File: config.mk
export PLATFORM = sky130hd
export DESIGN_NAME = tcs_timer_ctrl
export DESIGN_NICKNAME = d
export VERILOG_FILES = /design/src/core/tcs_prescaler.v /design/src/core/tcs_timer_ctrl.v
export VERILOG_INCLUDE_DIRS = /design/src /design/src/shared
export SDC_FILE = /design/constraint.sdc
export NUM_CORES = 1
export LEC_CHECK = 0
export ABC_CLOCK_PERIOD_IN_PS = 2800
export BUFFER_PORTS_ARGS = -buffer_cell sky130_fd_sc_hd__buf_2
export CAP_MARGIN = 20
export CORE_MARGIN = 10
export CORE_UTILIZATION = 53
export CTS_CLUSTER_SIZE = 14
export DETAILED_ROUTE_END_ITERATION = 12
export GPL_TIMING_DRIVEN = 0
export PLACE_DENSITY = 0.8
export REMOVE_ABC_BUFFERS = 1
export SLEW_MARGIN = 10
export SYNTH_ARGS = -nofsm -noshare
export SYNTH_HDL_FRONTEND = slang
export SYNTH_HIERARCHICAL = 1
export SYNTH_SLANG_ARGS = --single-unit
File: constraint.sdc
create_clock -name core_clk -period 2.8 [get_ports core_clk]
set_clock_uncertainty 0.2 [all_clocks]
set_input_delay 0.84 -clock core_clk [delete_from_list [all_inputs] [get_ports core_clk]]
set_output_delay 0.84 -clock core_clk [all_outputs]
set_load 0.005 [all_outputs]
File: src/shared/tcs_defines.vh
// What this block does
// - bit 7: timer 3 high byte system clock
// - bit 6: timer 3 low/whole system clock
// - bit 5: timer 2 high byte system clock
// - bit 4: timer 2 low/whole system clock
// - bit 3: timer 1 system clock or prescaler
// - bit 2: timer 0 system clock or prescaler
// - prescale field: /12, /4, /48, ext/8
// - timer 1 overflow flag, auto-cleared on vector
// - timer 0 overflow flag, auto-cleared on vector
// - timer 1 runs while its run bit set
// - timer 0 runs while its run bit set
// - ext irq 1 flag; edge mode vector clears
// - ext irq 0 flag; edge mode vector clears
// - ext irq 1 type: 0 level, 1 edge
// - ext irq 0 type: 0 level
// - timer control at 0x88, bit addressable
// - clock select at 0x8E page 0, reset zero
// - timer 3 sources: sys, /12, ext/8, slow
`ifndef TCS_DEFINES_VH
`define TCS_DEFINES_VH

// register map
`define TCS_PAGE           8'h00
`define TCS_TIMER01_RUN_AND_EXT_IRQ_CONTROL_ADDR      8'h88
`define TCS_CKSEL_ADDR     8'h8E
`define TCS_TIMER01_RUN_AND_EXT_IRQ_CONTROL_BITBASE   5'h11
`define TCS_TIMER01_RUN_AND_EXT_IRQ_CONTROL_RESET     8'h00
`define TCS_CKSEL_RESET    8'h00
`define TCS_UNMAPPED_READ  8'h00

// clock select fields
`define TCS_CK_T3H   7
`define TCS_CK_T3L   6
`define TCS_CK_T2H   5
`define TCS_CK_T2L   4
`define TCS_CK_T1    3
`define TCS_CK_T0    2
`define TCS_CK_PS_HI 1
`define TCS_CK_PS_LO 0

// timer control fields
`define TCS_TC_TF1 7
`define TCS_TC_TR1 6
`define TCS_TC_TF0 5
`define TCS_TC_TR0 4
`define TCS_TC_IE1 3
`define TCS_TC_IT1 2
`define TCS_TC_IE0 1
`define TCS_TC_IT0 0

// divide counts
`define TCS_DIV12  6'd12
`define TCS_DIV4   6'd4
`define TCS_DIV48  6'd48
`define TCS_DIV8   3'd7

`endif

File: src/core/tcs_prescaler.v
`timescale 1ns/1ps
`include "tcs_defines.vh"

module tcs_prescaler
(
  // clock and reset
  input  wire       core_clk,
  input  wire       rst_b,
  input  wire       clkEn,
  // raw sources
  input  wire       extOscIn,
  input  wire       slowOscIn,
  input  wire       cmp0In,
  // one-cycle ticks
  output reg        div12Tick,
  output reg        div4Tick,
  output reg        div48Tick,
  output reg        extDiv8Tick,
  output reg        slowTick,
  output reg        slowDiv8Tick,
  output reg        cmpTick
);

  reg  [5:0] sysCnt_reg;
  reg  [2:0] extCnt_reg;
  reg  [2:0] slowCnt_reg;
  reg        extPrev_reg;
  reg        slowPrev_reg;
  reg        cmpPrev_reg;
  wire       extRise  = extOscIn & ~extPrev_reg;
  wire       slowRise = slowOscIn & ~slowPrev_reg;

  // true when count+1 is a multiple of n
  function hits;
    input [5:0] cnt;
    input [5:0] n;
    begin
      hits = (((cnt + 6'd1) % n) == 6'd0);
    end
  endfunction

  always @(posedge core_clk)
  begin
    if (!rst_b)
    begin
      sysCnt_reg   <= 6'h00;
      extCnt_reg   <= 3'h0;
      slowCnt_reg  <= 3'h0;
      extPrev_reg  <= 1'b0;
      slowPrev_reg <= 1'b0;
      cmpPrev_reg  <= 1'b0;
      div12Tick    <= 1'b0;
      div4Tick     <= 1'b0;
      div48Tick    <= 1'b0;
      extDiv8Tick  <= 1'b0;
      slowTick     <= 1'b0;
      slowDiv8Tick <= 1'b0;
      cmpTick      <= 1'b0;
    end
    else if (clkEn)
    begin
      // one free counter of period 48 serves all system dividers
      sysCnt_reg   <= (sysCnt_reg == `TCS_DIV48 - 6'd1) ? 6'h00
                      : sysCnt_reg + 6'd1;
      div12Tick    <= hits(sysCnt_reg, `TCS_DIV12);
      div4Tick     <= hits(sysCnt_reg, `TCS_DIV4);
      div48Tick    <= hits(sysCnt_reg, `TCS_DIV48);
      extPrev_reg  <= extOscIn;
      slowPrev_reg <= slowOscIn;
      cmpPrev_reg  <= cmp0In;
      if (extRise)
        extCnt_reg <= extCnt_reg + 3'd1;
      if (slowRise)
        slowCnt_reg <= slowCnt_reg + 3'd1;
      extDiv8Tick  <= extRise && (extCnt_reg == `TCS_DIV8);
      slowTick     <= slowRise;
      slowDiv8Tick <= slowRise && (slowCnt_reg == `TCS_DIV8);
      cmpTick      <= cmp0In & ~cmpPrev_reg;
    end
  end

endmodule // tcs_prescaler

File: src/core/tcs_timer_ctrl.v
`timescale 1ns/1ps
`include "tcs_defines.vh"

module tcs_timer_ctrl
(
  // clock, reset, enable
  input  wire       core_clk,
  input  wire       rst_b,
  input  wire       clkEn,
  // special-function byte access
  input  wire [7:0] sfrPage,
  input  wire [7:0] sfrAddr,
  input  wire       sfrWrEn,
  input  wire [7:0] sfrWrData,
  input  wire       sfrRdEn,
  output reg  [7:0] sfrRdData,
  // bit-addressable access
  input  wire [7:0] bitAddr,
  input  wire       bitWrEn,
  input  wire       bitWrData,
  input  wire       bitRdEn,
  output reg        bitRdData,
  // vector acknowledge pulses from the core
  input  wire       vecAckTmr0,
  input  wire       vecAckTmr1,
  input  wire       vecAckExt0,
  input  wire       vecAckExt1,
  // timer events and modes
  input  wire       tmr0Overflow,
  input  wire       tmr1Overflow,
  input  wire       tmr0CounterMode,
  input  wire       tmr1CounterMode,
  input  wire       tmr0PinIn,
  input  wire       tmr1PinIn,
  input  wire       tmr2Split,
  input  wire       tmr3Split,
  input  wire [1:0] tmr2ExtClkSelect,
  input  wire [1:0] tmr3ExtClkSelect,
  // external interrupts
  input  wire       extIrq0Input,
  input  wire       extIrq1Input,
  input  wire       extIrq0Polarity,
  input  wire       extIrq1Polarity,
  // clock sources
  input  wire       extOscIn,
  input  wire       slowOscIn,
  input  wire       cmp0In,
  // count enables
  output reg        tmr0Tick,
  output reg        tmr1Tick,
  output reg        tmr2LowTick,
  output reg        tmr2HighTick,
  output reg        tmr3LowTick,
  output reg        tmr3HighTick,
  // state
  output reg        tmr0Run,
  output reg        tmr1Run,
  output reg        tmr0OverflowFlag,
  output reg        tmr1OverflowFlag,
  output reg        extIrq0Flag,
  output reg        extIrq1Flag
);

  reg  [7:0] clkSel_reg;
  reg  [7:0] timer01_run_and_ext_irq_control_reg;
  reg  [7:0] timer01_run_and_ext_irq_control_next;
  reg  [7:0] tconWrVal;
  reg        ext0Prev_reg;
  reg        ext1Prev_reg;
  reg        pin0Prev_reg;
  reg        pin1Prev_reg;

  wire       div12Tick;
  wire       div4Tick;
  wire       div48Tick;
  wire       extDiv8Tick;
  wire       slowTick;
  wire       slowDiv8Tick;
  wire       cmpTick;

  // byte address match on the one decoded page
  function sfrHit;
    input [7:0] page;
    input [7:0] addr;
    input [7:0] target;
    begin
      sfrHit = (page == `TCS_PAGE) && (addr == target);
    end
  endfunction

  wire       tconSel   = sfrHit(sfrPage, sfrAddr, `TCS_TIMER01_RUN_AND_EXT_IRQ_CONTROL_ADDR);
  wire       clkSelSel = sfrHit(sfrPage, sfrAddr, `TCS_CKSEL_ADDR);
  wire       bitHit    = (bitAddr[7:3] == `TCS_TIMER01_RUN_AND_EXT_IRQ_CONTROL_BITBASE);
  wire       tconWr    = sfrWrEn && tconSel;
  wire       clkSelWr  = sfrWrEn && clkSelSel;
  wire       tconBitWr = bitWrEn && bitHit;

  // level that counts as active for a given polarity
  function activeLevel;
    input pin;
    input polarity;
    begin
      activeLevel = polarity ? pin : ~pin;
    end
  endfunction

  // external clock choice for timers 2 and 3
  function pickXclk;
    input [1:0] xsel;
    input       src00;
    input       src01;
    input       src11;
    begin
      case (xsel)
        2'b00:   pickXclk = src00;
        2'b01:   pickXclk = src01;
        2'b11:   pickXclk = src11;
        default: pickXclk = 1'b0;
      endcase
    end
  endfunction

  // flag update: write or ack may clear, hardware set wins
  function flagNext;
    input wrVal;
    input ackClear;
    input setEvt;
    begin
      flagNext = (wrVal & ~ackClear) | setEvt;
    end
  endfunction

  // byte clock: system clock or the external choice
  function byteClock;
    input sysSel;
    input xclk;
    begin
      byteClock = sysSel | xclk;
    end
  endfunction

  // timer 0/1 source: pin edges in counter mode, else clock choice
  function timerSource;
    input counterMode;
    input pinFall;
    input sysSel;
    input prescale;
    begin
      timerSource = counterMode ? pinFall : (sysSel | prescale);
    end
  endfunction

  // shared timer 0/1 prescaler choice
  function pickPrescale;
    input [1:0] field;
    input       tick12;
    input       tick4;
    input       tick48;
    input       tickExt8;
    begin
      case (field)
        2'b00:   pickPrescale = tick12;
        2'b01:   pickPrescale = tick4;
        2'b10:   pickPrescale = tick48;
        default: pickPrescale = tickExt8;
      endcase
    end
  endfunction

  // byte read multiplexer, unmapped reads as zero
  function [7:0] readByte;
    input       tconHit;
    input       clkSelHit;
    input [7:0] tconVal;
    input [7:0] clkSelVal;
    begin
      if (tconHit)
        readByte = tconVal;
      else if (clkSelHit)
        readByte = clkSelVal;
      else
        readByte = `TCS_UNMAPPED_READ;
    end
  endfunction

  tcs_prescaler u_prescaler
  (
    .core_clk     (core_clk),
    .rst_b        (rst_b),
    .clkEn        (clkEn),
    .extOscIn     (extOscIn),
    .slowOscIn    (slowOscIn),
    .cmp0In       (cmp0In),
    .div12Tick    (div12Tick),
    .div4Tick     (div4Tick),
    .div48Tick    (div48Tick),
    .extDiv8Tick  (extDiv8Tick),
    .slowTick     (slowTick),
    .slowDiv8Tick (slowDiv8Tick),
    .cmpTick      (cmpTick)
  );

  // shared timer 0/1 prescaler output
  wire [1:0] prescaleField = clkSel_reg[`TCS_CK_PS_HI:`TCS_CK_PS_LO];
  wire       prescaleTick  = pickPrescale(prescaleField, div12Tick, div4Tick,
                                          div48Tick, extDiv8Tick);

  // external interrupt detection
  wire       ext0Active = activeLevel(extIrq0Input, extIrq0Polarity);
  wire       ext1Active = activeLevel(extIrq1Input, extIrq1Polarity);
  wire       ext0Edge   = timer01_run_and_ext_irq_control_reg[`TCS_TC_IT0];
  wire       ext1Edge   = timer01_run_and_ext_irq_control_reg[`TCS_TC_IT1];
  wire       ext0Set    = ext0Edge ? (ext0Active & ~ext0Prev_reg)
                          : ext0Active;
  wire       ext1Set    = ext1Edge ? (ext1Active & ~ext1Prev_reg)
                          : ext1Active;

  // counter-mode pin falling edges
  wire       pin0Fall   = pin0Prev_reg & ~tmr0PinIn;
  wire       pin1Fall   = pin1Prev_reg & ~tmr1PinIn;

  // vector acknowledge clears ext flags only in edge mode
  wire       ext0AckClr = vecAckExt0 & ext0Edge;
  wire       ext1AckClr = vecAckExt1 & ext1Edge;

  // timer control next value
  always @*
  begin
    tconWrVal = timer01_run_and_ext_irq_control_reg;
    if (tconWr)
      tconWrVal = sfrWrData;
    if (tconBitWr)
      tconWrVal[bitAddr[2:0]] = bitWrData;
    timer01_run_and_ext_irq_control_next = tconWrVal;
    timer01_run_and_ext_irq_control_next[`TCS_TC_TF1] = flagNext(tconWrVal[`TCS_TC_TF1],
                                      vecAckTmr1, tmr1Overflow);
    timer01_run_and_ext_irq_control_next[`TCS_TC_TF0] = flagNext(tconWrVal[`TCS_TC_TF0],
                                      vecAckTmr0, tmr0Overflow);
    // hardware set wins over a clear in the same cycle
    timer01_run_and_ext_irq_control_next[`TCS_TC_IE1] = flagNext(tconWrVal[`TCS_TC_IE1],
                                      ext1AckClr, ext1Set);
    timer01_run_and_ext_irq_control_next[`TCS_TC_IE0] = flagNext(tconWrVal[`TCS_TC_IE0],
                                      ext0AckClr, ext0Set);
  end

  // tick selection
  wire       tmr3_ext_clk_select = pickXclk(tmr3ExtClkSelect, div12Tick,
                               slowTick, extDiv8Tick);
  wire       tmr2_ext_clk_select = pickXclk(tmr2ExtClkSelect, div12Tick,
                               slowDiv8Tick, cmpTick);
  wire       t3Low  = byteClock(clkSel_reg[`TCS_CK_T3L], tmr3_ext_clk_select);
  wire       t2Low  = byteClock(clkSel_reg[`TCS_CK_T2L], tmr2_ext_clk_select);
  // high bytes follow the low byte outside split mode
  wire       t3High = tmr3Split ? byteClock(clkSel_reg[`TCS_CK_T3H], tmr3_ext_clk_select)
                      : t3Low;
  wire       t2High = tmr2Split ? byteClock(clkSel_reg[`TCS_CK_T2H], tmr2_ext_clk_select)
                      : t2Low;
  // select bit ignored while counting pin edges
  wire       t1Src  = timerSource(tmr1CounterMode, pin1Fall,
                      clkSel_reg[`TCS_CK_T1], prescaleTick);
  wire       t0Src  = timerSource(tmr0CounterMode, pin0Fall,
                      clkSel_reg[`TCS_CK_T0], prescaleTick);

  // state registers
  always @(posedge core_clk)
  begin
    if (!rst_b)
    begin
      clkSel_reg   <= `TCS_CKSEL_RESET;
      timer01_run_and_ext_irq_control_reg     <= `TCS_TIMER01_RUN_AND_EXT_IRQ_CONTROL_RESET;
      ext0Prev_reg <= 1'b1;
      ext1Prev_reg <= 1'b1;
      pin0Prev_reg <= 1'b0;
      pin1Prev_reg <= 1'b0;
    end
    else if (clkEn)
    begin
      if (clkSelWr)
        clkSel_reg <= sfrWrData;
      timer01_run_and_ext_irq_control_reg     <= timer01_run_and_ext_irq_control_next;
      ext0Prev_reg <= ext0Active;
      ext1Prev_reg <= ext1Active;
      pin0Prev_reg <= tmr0PinIn;
      pin1Prev_reg <= tmr1PinIn;
    end
  end

  // registered outputs
  always @(posedge core_clk)
  begin
    if (!rst_b)
    begin
      tmr0Tick         <= 1'b0;
      tmr1Tick         <= 1'b0;
      tmr2LowTick      <= 1'b0;
      tmr2HighTick     <= 1'b0;
      tmr3LowTick      <= 1'b0;
      tmr3HighTick     <= 1'b0;
      tmr0Run          <= 1'b0;
      tmr1Run          <= 1'b0;
      tmr0OverflowFlag <= 1'b0;
      tmr1OverflowFlag <= 1'b0;
      extIrq0Flag      <= 1'b0;
      extIrq1Flag      <= 1'b0;
    end
    else if (clkEn)
    begin
      tmr0Tick         <= t0Src & timer01_run_and_ext_irq_control_next[`TCS_TC_TR0];
      tmr1Tick         <= t1Src & timer01_run_and_ext_irq_control_next[`TCS_TC_TR1];
      tmr2LowTick      <= t2Low;
      tmr2HighTick     <= t2High;
      tmr3LowTick      <= t3Low;
      tmr3HighTick     <= t3High;
      tmr0Run          <= timer01_run_and_ext_irq_control_next[`TCS_TC_TR0];
      tmr1Run          <= timer01_run_and_ext_irq_control_next[`TCS_TC_TR1];
      tmr0OverflowFlag <= timer01_run_and_ext_irq_control_next[`TCS_TC_TF0];
      tmr1OverflowFlag <= timer01_run_and_ext_irq_control_next[`TCS_TC_TF1];
      extIrq0Flag      <= timer01_run_and_ext_irq_control_next[`TCS_TC_IE0];
      extIrq1Flag      <= timer01_run_and_ext_irq_control_next[`TCS_TC_IE1];
    end
  end

  // read port, one cycle after the strobe
  always @(posedge core_clk)
  begin
    if (!rst_b)
    begin
      sfrRdData <= `TCS_UNMAPPED_READ;
      bitRdData <= 1'b0;
    end
    else if (clkEn)
    begin
      // read data holds until the next read strobe
      if (sfrRdEn)
        sfrRdData <= readByte(tconSel, clkSelSel, timer01_run_and_ext_irq_control_reg, clkSel_reg);
      if (bitRdEn)
        bitRdData <= bitHit & timer01_run_and_ext_irq_control_reg[bitAddr[2:0]];
    end
  end

endmodule // tcs_timer_ctrl

==> results of run 1 <==
## worst max-delay path, cell delays in order (launching register included)
cell and delay [ns]:
dfxtp_1 0.53, nand3_1 0.19, o32ai_1 0.26, nand2_1 0.08, o31ai_1 0.09, ha_1 0.28
or2_2 0.29, or4b_1 0.49, a21oi_1 0.12
## path summary, 6_finish.rpt
| check | startpoint | end | slack [ns] | cells past startpoint |
|---|---|---|---|---|
| setup reg to reg | u_prescaler/sysCnt_reg[3] | u_prescaler/div12Tick | 0.19 | 8 |
| setup / recovery | u_prescaler/sysCnt_reg[3] | u_prescaler/div12Tick | 0.19 | 8 |
| hold reg to reg | u_prescaler/slowTick | u_prescaler/slowTick | 0.26 | 2 |
| hold / removal | u_prescaler/slowTick | u_prescaler/slowTick | 0.26 | 2 |
## layout make-up
class	instances	area, sq um	share of cell area (%)
Clock inverter	5	55.1	1.46
Multi-Input combinational cell	287	1880	49.9
Inverter	11	41.3	1.09
Sequential cell	57	1140	30.3
Timing Repair Buffer	83	418	11.1
Clock buffer	11	141	3.75
Tap cell	75	93.8	2.49
## power groups by stage
stage / Clock [uW] / Combinational (uW) / Sequential, uW
floorplan: 0 / 101 / 872
finish: 771 / 214 / 859
CTS: 782 / 213 / 858
global route: 815 / 238 / 862
detailed placement: 0 / 212 / 876
global placement: 0 / 206 / 874
## per-layer routing
| layer | vias up | wire length (um) |
|---|---|---|
| li1 | 1564 | - |
| met1 | 1505 | 3630 |
| met2 | 152 | 4490 |
| met3 | 22 | 765 |
| met4 | 0 | 214 |
| met5 | - | 0 |
## per-stage QoR
step	hold slack [ns]	std cells	instance area (sq um)	power [uW]	TNS (ns)
after detailed placement	0.258	513	3560	1090	-2.83
after CTS	0.268	529	3760	1850	0
after global routing	0.293	529	3770	1920	0
after global placement	0.245	513	3560	1080	-2.02
final	0.264	529	3770	1840	0
after floorplan	0.240	355	3050	973	0
## cells in the final DEF (no fill, tap or decap), types with 2 or more instances in the layout
cell,count
o21ai_0,33
clkinv_2,2
xor2_1,3
mux4_2,3
nand3_1,31
a31oi_1,22
nor2b_1,5
nand2_1,30
nor2_1,20
o211ai_1,3
dfxtp_1,56
xnor2_1,7
nand4_1,18
clkbuf_8,10
a41oi_1,2
nor3b_1,2
a21oi_1,31
buf_2,82
and4b_1,2
a22o_1,4
o221a_2,2
a21boi_0,3
a21o_1,2
o31a_1,2
clkinvlp_4,2
nor4b_2,3
or3_1,2
inv_1,10
and4_1,3
o31ai_1,3
mux2_2,3
a311oi_1,4
ha_1,6
mux2i_1,10
and2_1,5
## timing repair
action / in CTS / in global routing
resized for setup: 0 / 5
endpoints found under the setup margin: 0 / 8
hold buffers: 0 / 0
hold endpoints to repair: 0 / 0
## cell families (layout without fill, tap and decap cells)
group / after synthesis / in the layout
and+or+nand+nor: 139 / 139
AOI/OAI and AO/OA: 115 / 115
DFF: 57 / 57
buffers and inverters: 39 / 110
muxes: 16 / 16
xor gates and xnor gates: 10 / 10
adders and majority gates: 7 / 7
==> run metrics, run 1 <==
CTS tree yes; critical path peak fanout 8; post-route worst setup slack 0.188 ns; worst path required time 2.86 ns; top-count cell post-synth dfxtp_1; Max Transition Viols Final 0; mux cell area share after synthesis 6.29%; CP startpoint kind flip-flop; number of port buffers 83; antenna fix cells 0; first-pass GRT wire length 14900 um; Syn. warnings 6; Final #Nets 519; Setup Viol. Count Final 0; placer congestion estimate 0.939; Residual DRC 0; Cell variety after synth 59; global route hottest layer met2; adder-cell share of the synthesized area 2.74%; register area share after synthesis 35.6%; dpl ws -0.281 ns; critical path class reg -> reg; Avg Cell Area, Syn 8.36 sq um; Root Buffer clkbuf_8; met3 Use GR 5.55%; Leak 0.00147 uW; Post-synth EDFFs 0; synth cell count leaders 57 x dfxtp_1, 33 x o21ai_0, 31 x a21oi_1, 31 x nand3_1, 30 x nand2_1; total grt overflow 0; largest net degree at the start of global routing 47; Area Growth Syn to Fin 17.9%; combinational group share of total power 11.6%; CTS buffer count 9; crit end category flip-flop; Overall Global Routing Usage 18.5%; worst slew pin tran 0.994 ns; Die Wd 97.7 um; Die Y 97.7 um; GR Util met2 32.0%; Final Hold Viols 0; vias per cell 6.13; Switch Pwr 481 uW; RSZ-0062 raised after global routing false; Clock H-tree levels 3; Sw Ratio 26.1%; top cells by area, synth dfxtp_1 36%, o21ai_0 5.2%, a21oi_1 4.8%, nand3_1 4.8%, a31oi_1 4.3%; Post-synth ARST share 0%; main combinational cell family by area after synthesis simple AND/OR/NAND/NOR gates; Pwr Density 489 mW/mm^2; met1 global-route usage 20.2%; share of layout cells above drive strength 1 26.7%; starting density of the core 54.4%; vias in the first global route 3161; Final ANT Viol Nets 0; Clock power frac 41.8%; initial antenna violation count 0; routed wire length 9100 um; Worst-Skew Late Latency 0.34 ns; post-synthesis xor/xnor area fraction 2.74%; Gate Count Post-Synth 383; sequential power share 46.6%; post-synthesis instance area 0.00320 sq mm; clock slew at reported path FFs 0.06 ns; DP HPWL 6700 um; Clock Path Buffers 2; Tcrit/Tclk final 93.3%; postcts setup bufs 0; Fmax 383 MHz; detail-routed net length per standard cell 17.2 um; internal power 1360 uW; fillers 515; top cell type's share of synthesized area 35.6%; Seq cells post-synth 57; Max Cap Violations 0; vias post-DR 3243; 1st-iter DRT viols 154; clock net sink count 57; io pins 84; compound-gate portion of the synthesized area 22.0%; CORE AREA 0.00589 sq mm; DIE AREA 0.00955 sq mm; post-synthesis simple-gate area fraction 24.6%; status completed; minimum clock period 2.61 ns; Initial DRT Pass Iterations 5; Worst Hold Class reg -> reg; Max-slew headroom 33.5%; Top FF cell, synth dfxtp_1; Yosys top cell by area dfxtp_1; Max IR drop VDD 520 uV; Critical Path AT 2.67 ns; # rows 28; Layout Utilization 64.1%
Note: power is estimated with default switching activity, not from simulation.
==> run 2, diff against run 1 <==
- ABC_AREA: default -> 1
- ABC_CLOCK_PERIOD_IN_PS: 2800 -> 3200
- CORE_UTILIZATION: 53 -> 54
- PLACE_DENSITY: 0.8 -> 0.81
- clock period: 2.8 -> 3.2 ns (I/O delays scaled with it)
==> run 2 against run 1 <==
  * Sequential cell count unchanged
  * Worst hold slack got worse by 0.0016 ns
  * Die area up 0.36%
  * Critical path depth decreased by 2
  * Register-to-register slack better by 0.80 ns
  * Final cell count grew 13%
  * Critical endpoint is now u_prescaler/slowCnt_reg[2]
==> run metrics, run 2 <==
Die Wd 97.9 um (was 97.7 um); Yosys top cell by area dfxtp_1 (unchanged); DIE AREA 0.00958 sq mm (was 0.00955 sq mm); count of cells resized by post-cts repair 0 (unchanged); Setup Viol. Count Final 0 (unchanged); 1st-iter DRT viols 167 (was 154); vias per cell 5.44 (was 6.13); RSZ-0062 raised after global routing false (unchanged); critical path class in -> reg (was reg -> reg); Critical Path AT 2.26 ns (was 2.67 ns); vias in the first global route 3176 (was 3161); Syn. warnings 6 (unchanged); worst path required time 3.23 ns (was 2.86 ns); first-pass GRT wire length 14400 um (was 14900 um); top cells by area, synth dfxtp_1 35%, nand2_1 8.9%, a21oi_1 6.4%, nor2_1 5.3%, nand3_1 5.2% (was dfxtp_1 36%, o21ai_0 5.2%, a21oi_1 4.8%, nand3_1 4.8%, a31oi_1 4.3%); Max Transition Viols Final 0 (unchanged); slowest stage cell, crit path buf_2 (was dfxtp_1); status completed (unchanged); minimum clock period 2.23 ns; internal power 1290 uW (was 1360 uW); worst slew pin tran 0.642 ns (was 0.994 ns); Clock Path Buffers 2 (unchanged); starting density of the core 55.3% (was 54.4%); Post-synth EDFFs 0 (unchanged); Root Buffer clkbuf_8 (unchanged); routed wire length 8570 um (was 9100 um); synth cell count leaders 78 x nand2_1, 57 x dfxtp_1, 46 x nor2_1, 42 x a21oi_1, 35 x inv_1 (was 57 x dfxtp_1, 33 x o21ai_0, 31 x a21oi_1, 31 x nand3_1, 30 x nand2_1); Max IR drop VDD 261 uV (was 520 uV); Pwr Density 435 mW/mm^2 (was 489 mW/mm^2); Clock power frac 43.8% (was 41.8%); Seq cells post-synth 57 (unchanged); CTS hold repair buffers 0 (unchanged); post-synthesis instance area 0.00328 sq mm (was 0.00320 sq mm); Top FF cell, synth dfxtp_1 (unchanged); # rows 28 (unchanged); register area share after synthesis 34.8% (was 35.6%); postcts setup bufs 0 (unchanged); Worst-Skew Late Latency 0.34 ns (about the same); sequential power share 45.0% (was 46.6%); Final ANT Viol Nets 0 (unchanged); total grt overflow 0 (unchanged); Clock H-tree levels 3 (unchanged); vias post-DR 3260 (was 3243); top-count cell post-synth nand2_1 (was dfxtp_1); Switch Pwr 416 uW (was 481 uW); FF/Latch Area 0.00114 sq mm (about the same); placer congestion estimate 0.910 (was 0.939); Overall Global Routing Usage 17.5% (was 18.5%); Avg Cell Area, Syn 7.43 sq um (was 8.36 sq um); max incr delay on CP 0.50 ns (was 0.53 ns); critical path peak fanout 32 (was 8); fillers 509 (was 515); Post-synth ARST share 0% (unchanged); Die Y 97.9 um (was 97.7 um); number of port buffers 83 (unchanged); Worst Hold Class reg -> reg (unchanged); Max-slew headroom 57.2% (was 33.5%); io pins 84 (unchanged); crit-path cells buf_2, nand2_1, nor2_1, inv_1, nor2_1, nor2_1 (was nand3_1, o32ai_1, nand2_1, o31ai_1, ha_1, or2_2, or4b_1, a21oi_1); Final Hold Viols 0 (unchanged); DP HPWL 6400 um (was 6700 um); Gate Count Post-Synth 441 (was 383); combinational group share of total power 11.3% (was 11.6%); most common cell after layout, fill and taps aside buf_2 (unchanged); Residual DRC 0 (unchanged); CORE AREA 0.00592 sq mm (was 0.00589 sq mm); Area Growth Syn to Fin 19.4% (was 17.9%); top cell type's share of synthesized area 34.8% (was 35.6%); largest net degree at the start of global routing 33 (was 47); crit end category flip-flop (unchanged); Initial DRT Pass Iterations 5 (unchanged); CTS buffer count 9 (unchanged); Sw Ratio 24.5% (was 26.1%); Fmax 448 MHz; initial antenna violation count 0 (unchanged); Multi-input gate area 0.00185 sq mm (was 0.00188 sq mm); detail-routed net length per standard cell 14.3 um (was 17.2 um); Cell variety after synth 37 (was 59); antenna fix cells 0 (unchanged); share of layout cells above drive strength 1 32.1% (was 26.7%); CP dominant cell by count nor2_1; Leak 0.00179 uW (was 0.00147 uW); worst hold slack 0.263 ns (was 0.264 ns); clock net sink count 57 (unchanged); setup TNS 0 ns (unchanged); Max Cap Violations 0 (unchanged); clock slew at reported path FFs 0.06 ns (about the same); CP startpoint kind input pin (was flip-flop); commonest non-fill, non-tap cells in the layout 83 x buf_2, 78 x nand2_1, 57 x dfxtp_1 (was 82 x buf_2, 56 x dfxtp_1, 33 x o21ai_0); CTS tree yes (unchanged); Final #Nets 589 (was 519); Tcrit/Tclk final 69.7%
-- run 2: power groups by stage --
| stage | logic [uW] | registers, uW | clock network, uW |
|---|---|---|---|
| floorplan | 96.8 | 776 | 0 |
| global placement | 185 | 778 | 0 |
| finish | 192 | 765 | 745 |
| CTS | 192 | 764 | 749 |
| detailed placement | 190 | 780 | 0 |
| global route | 217 | 768 | 786 |
-- run 2: layout make-up --
cell class                      count  area share [%]
Multi-Input combinational cell    319            47.3
Sequential cell                    57            29.2
Timing Repair Buffer               83            10.6
Inverter                           49            4.70
Clock inverter                      1           0.768
Tap cell                           75            2.40
Clock buffer                       15            5.02
-- run 2: layer usage --
metal	global-route usage, %	share of wire (%)	up-vias
met4	6.94	1.5	0
met3	5.36	7.8	16
li1	-	-	1642
met2	28.1	47	127
met1	21.3	44	1475
met5	0	0	-
-- run 2: path summary, 6_finish.rpt --
check	start	to	slack, ns	cells past startpoint
hold reg to reg	u_prescaler/slowCnt_reg[0]	u_prescaler/slowCnt_reg[0]	0.26	1
setup / recovery	clkEn	u_prescaler/slowCnt_reg[2]	0.97	6
setup reg to reg	u_prescaler/sysCnt_reg[1]	u_prescaler/div12Tick	0.99	12
hold / removal	u_prescaler/slowCnt_reg[0]	u_prescaler/slowCnt_reg[0]	0.26	1
-- run 2: kinds of logic (layout without fill, tap and decap cells) --
family	count (synthesis)	in the layout	synth area share, %
and+or+nand+nor	214	214	33.5
AOI/OAI and AO/OA	94	94	19.0
buffers and inverters	65	148	8.71
DFF	57	57	34.8
adders and majority gates	7	7	2.67
xor gates and xnor gates	4	4	1.30
-- run 2: metrics by stage --
stage          power (uW)  setup slack [ns]  instance area, sq um  utilization, %  std cells
2_1_floorplan         873             0.972                  3180               -        425
3_3_place_gp          962             0.696                  3680            62.2        583
3_5_place_dp          970             0.660                  3680            62.2        583
4_1_cts              1710             0.990                  3910            66.1        599
5_1_grt              1770             0.787                  3910            66.1        599
6_report             1700             0.970                  3910            66.1        599
-- run 2: critical path: cells and delay by family --
family,cells,cell delay [ns]
buffers and inverters,2,0.64
and+or+nand+nor,4,0.65
==> run 3, diff against run 2 <==
- ABC_CLOCK_PERIOD_IN_PS: 3200 -> 2100
- CORE_UTILIZATION: 54 -> 53
- PLACE_DENSITY: 0.81 -> 0.8
- clock period: 3.2 -> 2.1 ns (I/O delays scaled with it)
==> run 3 against run 2 <==
  * Critical path depth is 6 higher
  * Routed wire length increased by 0.70%
  * Clock-buffer cell count fell by 5
  * Power is 46% higher
  * Final cell count unchanged
  * Critical path type is now reg -> reg
==> run metrics, run 3 (same netlist as run 2, synthesis figures left out) <==
status completed (unchanged); starting density of the core 55.0% (was 55.3%); Setup Viol. Count Final 0 (unchanged); routed wire length 8630 um (was 8570 um); Worst-Skew Late Latency 0.34 ns (about the same); antenna fix cells 0 (unchanged); Max Cap Violations 0 (unchanged); r2r endpoint u_prescaler/div12Tick (unchanged); Worst Hold Class reg -> reg (unchanged); critical path class reg -> reg (was in -> reg); worst r2r src u_prescaler/sysCnt_reg[1] (unchanged); # rows 28 (unchanged); post-route worst setup slack 0.209 ns (was 0.970 ns); CTS hold repair buffers 0 (unchanged); number of port buffers 83 (unchanged); clock net sink count 57 (unchanged); Final #Nets 589 (unchanged); Residual DRC 0 (unchanged); RSZ-0062 raised after global routing false (unchanged); worst-case reg-to-reg path depth 12 (unchanged); vias per cell 5.37 (was 5.44); worst hold path cell count 2 (was 1); Area Growth Syn to Fin 19.2% (was 19.4%); Final ANT Viol Nets 0 (unchanged); most common cell after layout, fill and taps aside buf_2 (unchanged); R2R Setup Slk 0.21 ns (was 0.99 ns); Layout Utilization 65.6% (was 66.1%); Max Transition Viols Final 0 (unchanged); Pwr Density 634 mW/mm^2 (was 435 mW/mm^2); Clock H-tree levels 3 (unchanged); CTS buffer count 9 (unchanged); CTS tree yes (unchanged); worst hold start u_prescaler/slowTick (was u_prescaler/slowCnt_reg[0]); DIE AREA 0.00973 sq mm (was 0.00958 sq mm); Critical Path AT 1.96 ns (was 2.26 ns); minimum clock period 1.89 ns; placed instance area 0.00368 sq mm (unchanged); Die Y 98.6 um (was 97.9 um); dpl ws -0.112 ns (was 0.660 ns); share of layout cells above drive strength 1 33.4% (was 32.1%); final instance area 0.00391 sq mm (about the same); vias post-DR 3219 (was 3260); initial antenna violation count 0 (unchanged); Leak 0.00178 uW (was 0.00179 uW); Total Power 2480 uW (was 1700 uW); Clock Path Buffers 2 (unchanged); Max-slew headroom 58.8% (was 57.2%); worst slew pin tran 0.617 ns (was 0.642 ns); largest net degree at the start of global routing 33 (unchanged); Tcrit/Tclk final 90.1%; 1st-iter DRT viols 191 (was 167); CP startpoint kind flip-flop (was input pin); Fmax 529 MHz; CORE AREA 0.00596 sq mm (was 0.00592 sq mm); fillers 542 (was 509); commonest non-fill, non-tap cells in the layout 83 x buf_2, 78 x nand2_1, 53 x dfxtp_1 (was 83 x buf_2, 78 x nand2_1, 57 x dfxtp_1); Max IR drop VDD 375 uV (was 261 uV); placer congestion estimate 0.944 (was 0.910); Initial DRT Pass Iterations 5 (unchanged); Die Wd 98.6 um (was 97.9 um); io pins 84 (unchanged); Root Buffer clkbuf_8 (unchanged); crit end category flip-flop (unchanged); detail-routed net length per standard cell 14.4 um (was 14.3 um); Hold Crit Endpoint u_prescaler/slowTick (was u_prescaler/slowCnt_reg[0]); vias in the first global route 3189 (was 3176); first-pass GRT wire length 14600 um (was 14400 um); total grt overflow 0 (unchanged); DP HPWL 6440 um (was 6400 um); critical path peak fanout 6 (was 32); Final Hold Viols 0 (unchanged); Overall Global Routing Usage 17.8% (was 17.5%); worst path required time 2.17 ns (was 3.23 ns); clock slew at reported path FFs 0.07 ns (was 0.06 ns)
[run 3: timing repair]
| action | 4_1_cts | 5_1_grt |
|---|---|---|
| endpoints found under the setup margin | 1 | 1 |
| buffers inserted | 0 | 0 |
| gates resized for setup | 3 | 6 |
[run 3: how the worst max path moves through the flow]
| stage | depth (start not counted) | to | from | slack, ns |
|---|---|---|---|---|
| 2_1_floorplan | 6 | clkSel_reg[0] | sfrPage[1] | 0.20 |
| 3_3_place_gp | 6 | sfrRdData[0] | clkEn | -0.11 |
| 3_5_place_dp | 6 | sfrRdData[0] | clkEn | -0.11 |
| 4_1_cts | 12 | u_prescaler/div12Tick | u_prescaler/sysCnt_reg[1] | 0.06 |
| 5_1_grt | 12 | u_prescaler/div12Tick | u_prescaler/sysCnt_reg[0] | 0.03 |
| 6_report | 12 | u_prescaler/div12Tick | u_prescaler/sysCnt_reg[1] | 0.21 |
[run 3: routing by layer]
layer	track usage (%)	up-vias	wire, um
met5	0	-	0
met4	6.39	0	125
met3	5.03	14	547
met2	29.7	102	4240
met1	21.2	1460	3720
li1	-	1643	-
[run 3: final cells by class]
cell class | count | area (sq um) | share of cell area (%)
Clock buffer | 10 | 138 | 3.52
Sequential cell | 57 | 1150 | 29.5
Inverter | 49 | 184 | 4.71
Timing Repair Buffer | 83 | 415 | 10.6
Tap cell | 75 | 93.8 | 2.40
Clock inverter | 6 | 57.6 | 1.47
Multi-Input combinational cell | 319 | 1870 | 47.8
[run 3: metrics by stage]
| stage | TNS, ns | std cells | hold WS (ns) |
|---|---|---|---|
| 6_report | 0 | 599 | 0.262 |
| 3_5_place_dp | -2.14 | 583 | 0.254 |
| 2_1_floorplan | 0 | 425 | 0.228 |
| 4_1_cts | 0 | 599 | 0.262 |
| 3_3_place_gp | -1.54 | 583 | 0.247 |
| 5_1_grt | 0 | 599 | 0.285 |
[run 3: power by group]
part | internal [uW] | switching (uW) | total, uW | leakage [uW]
logic | 120 | 172 | 292 | 0.00121
registers | 1130 | 37.9 | 1160 | 0.000469
clock network | 571 | 450 | 1020 | 0.000102
total | 1820 | 660 | 2480 | 0.00178
[run 3: worst max-delay path, cell delays in order, from the launching register on]
cell,delay [ns]
dfxtp_4,0.39
ha_4,0.17
nand3_1,0.10
nand2_1,0.08
nand2_1,0.08
nand3_2,0.11
inv_1,0.05
ha_1,0.18
inv_1,0.09
nor2_1,0.06
nor2_2,0.09
nand3_2,0.09
a21oi_2,0.12
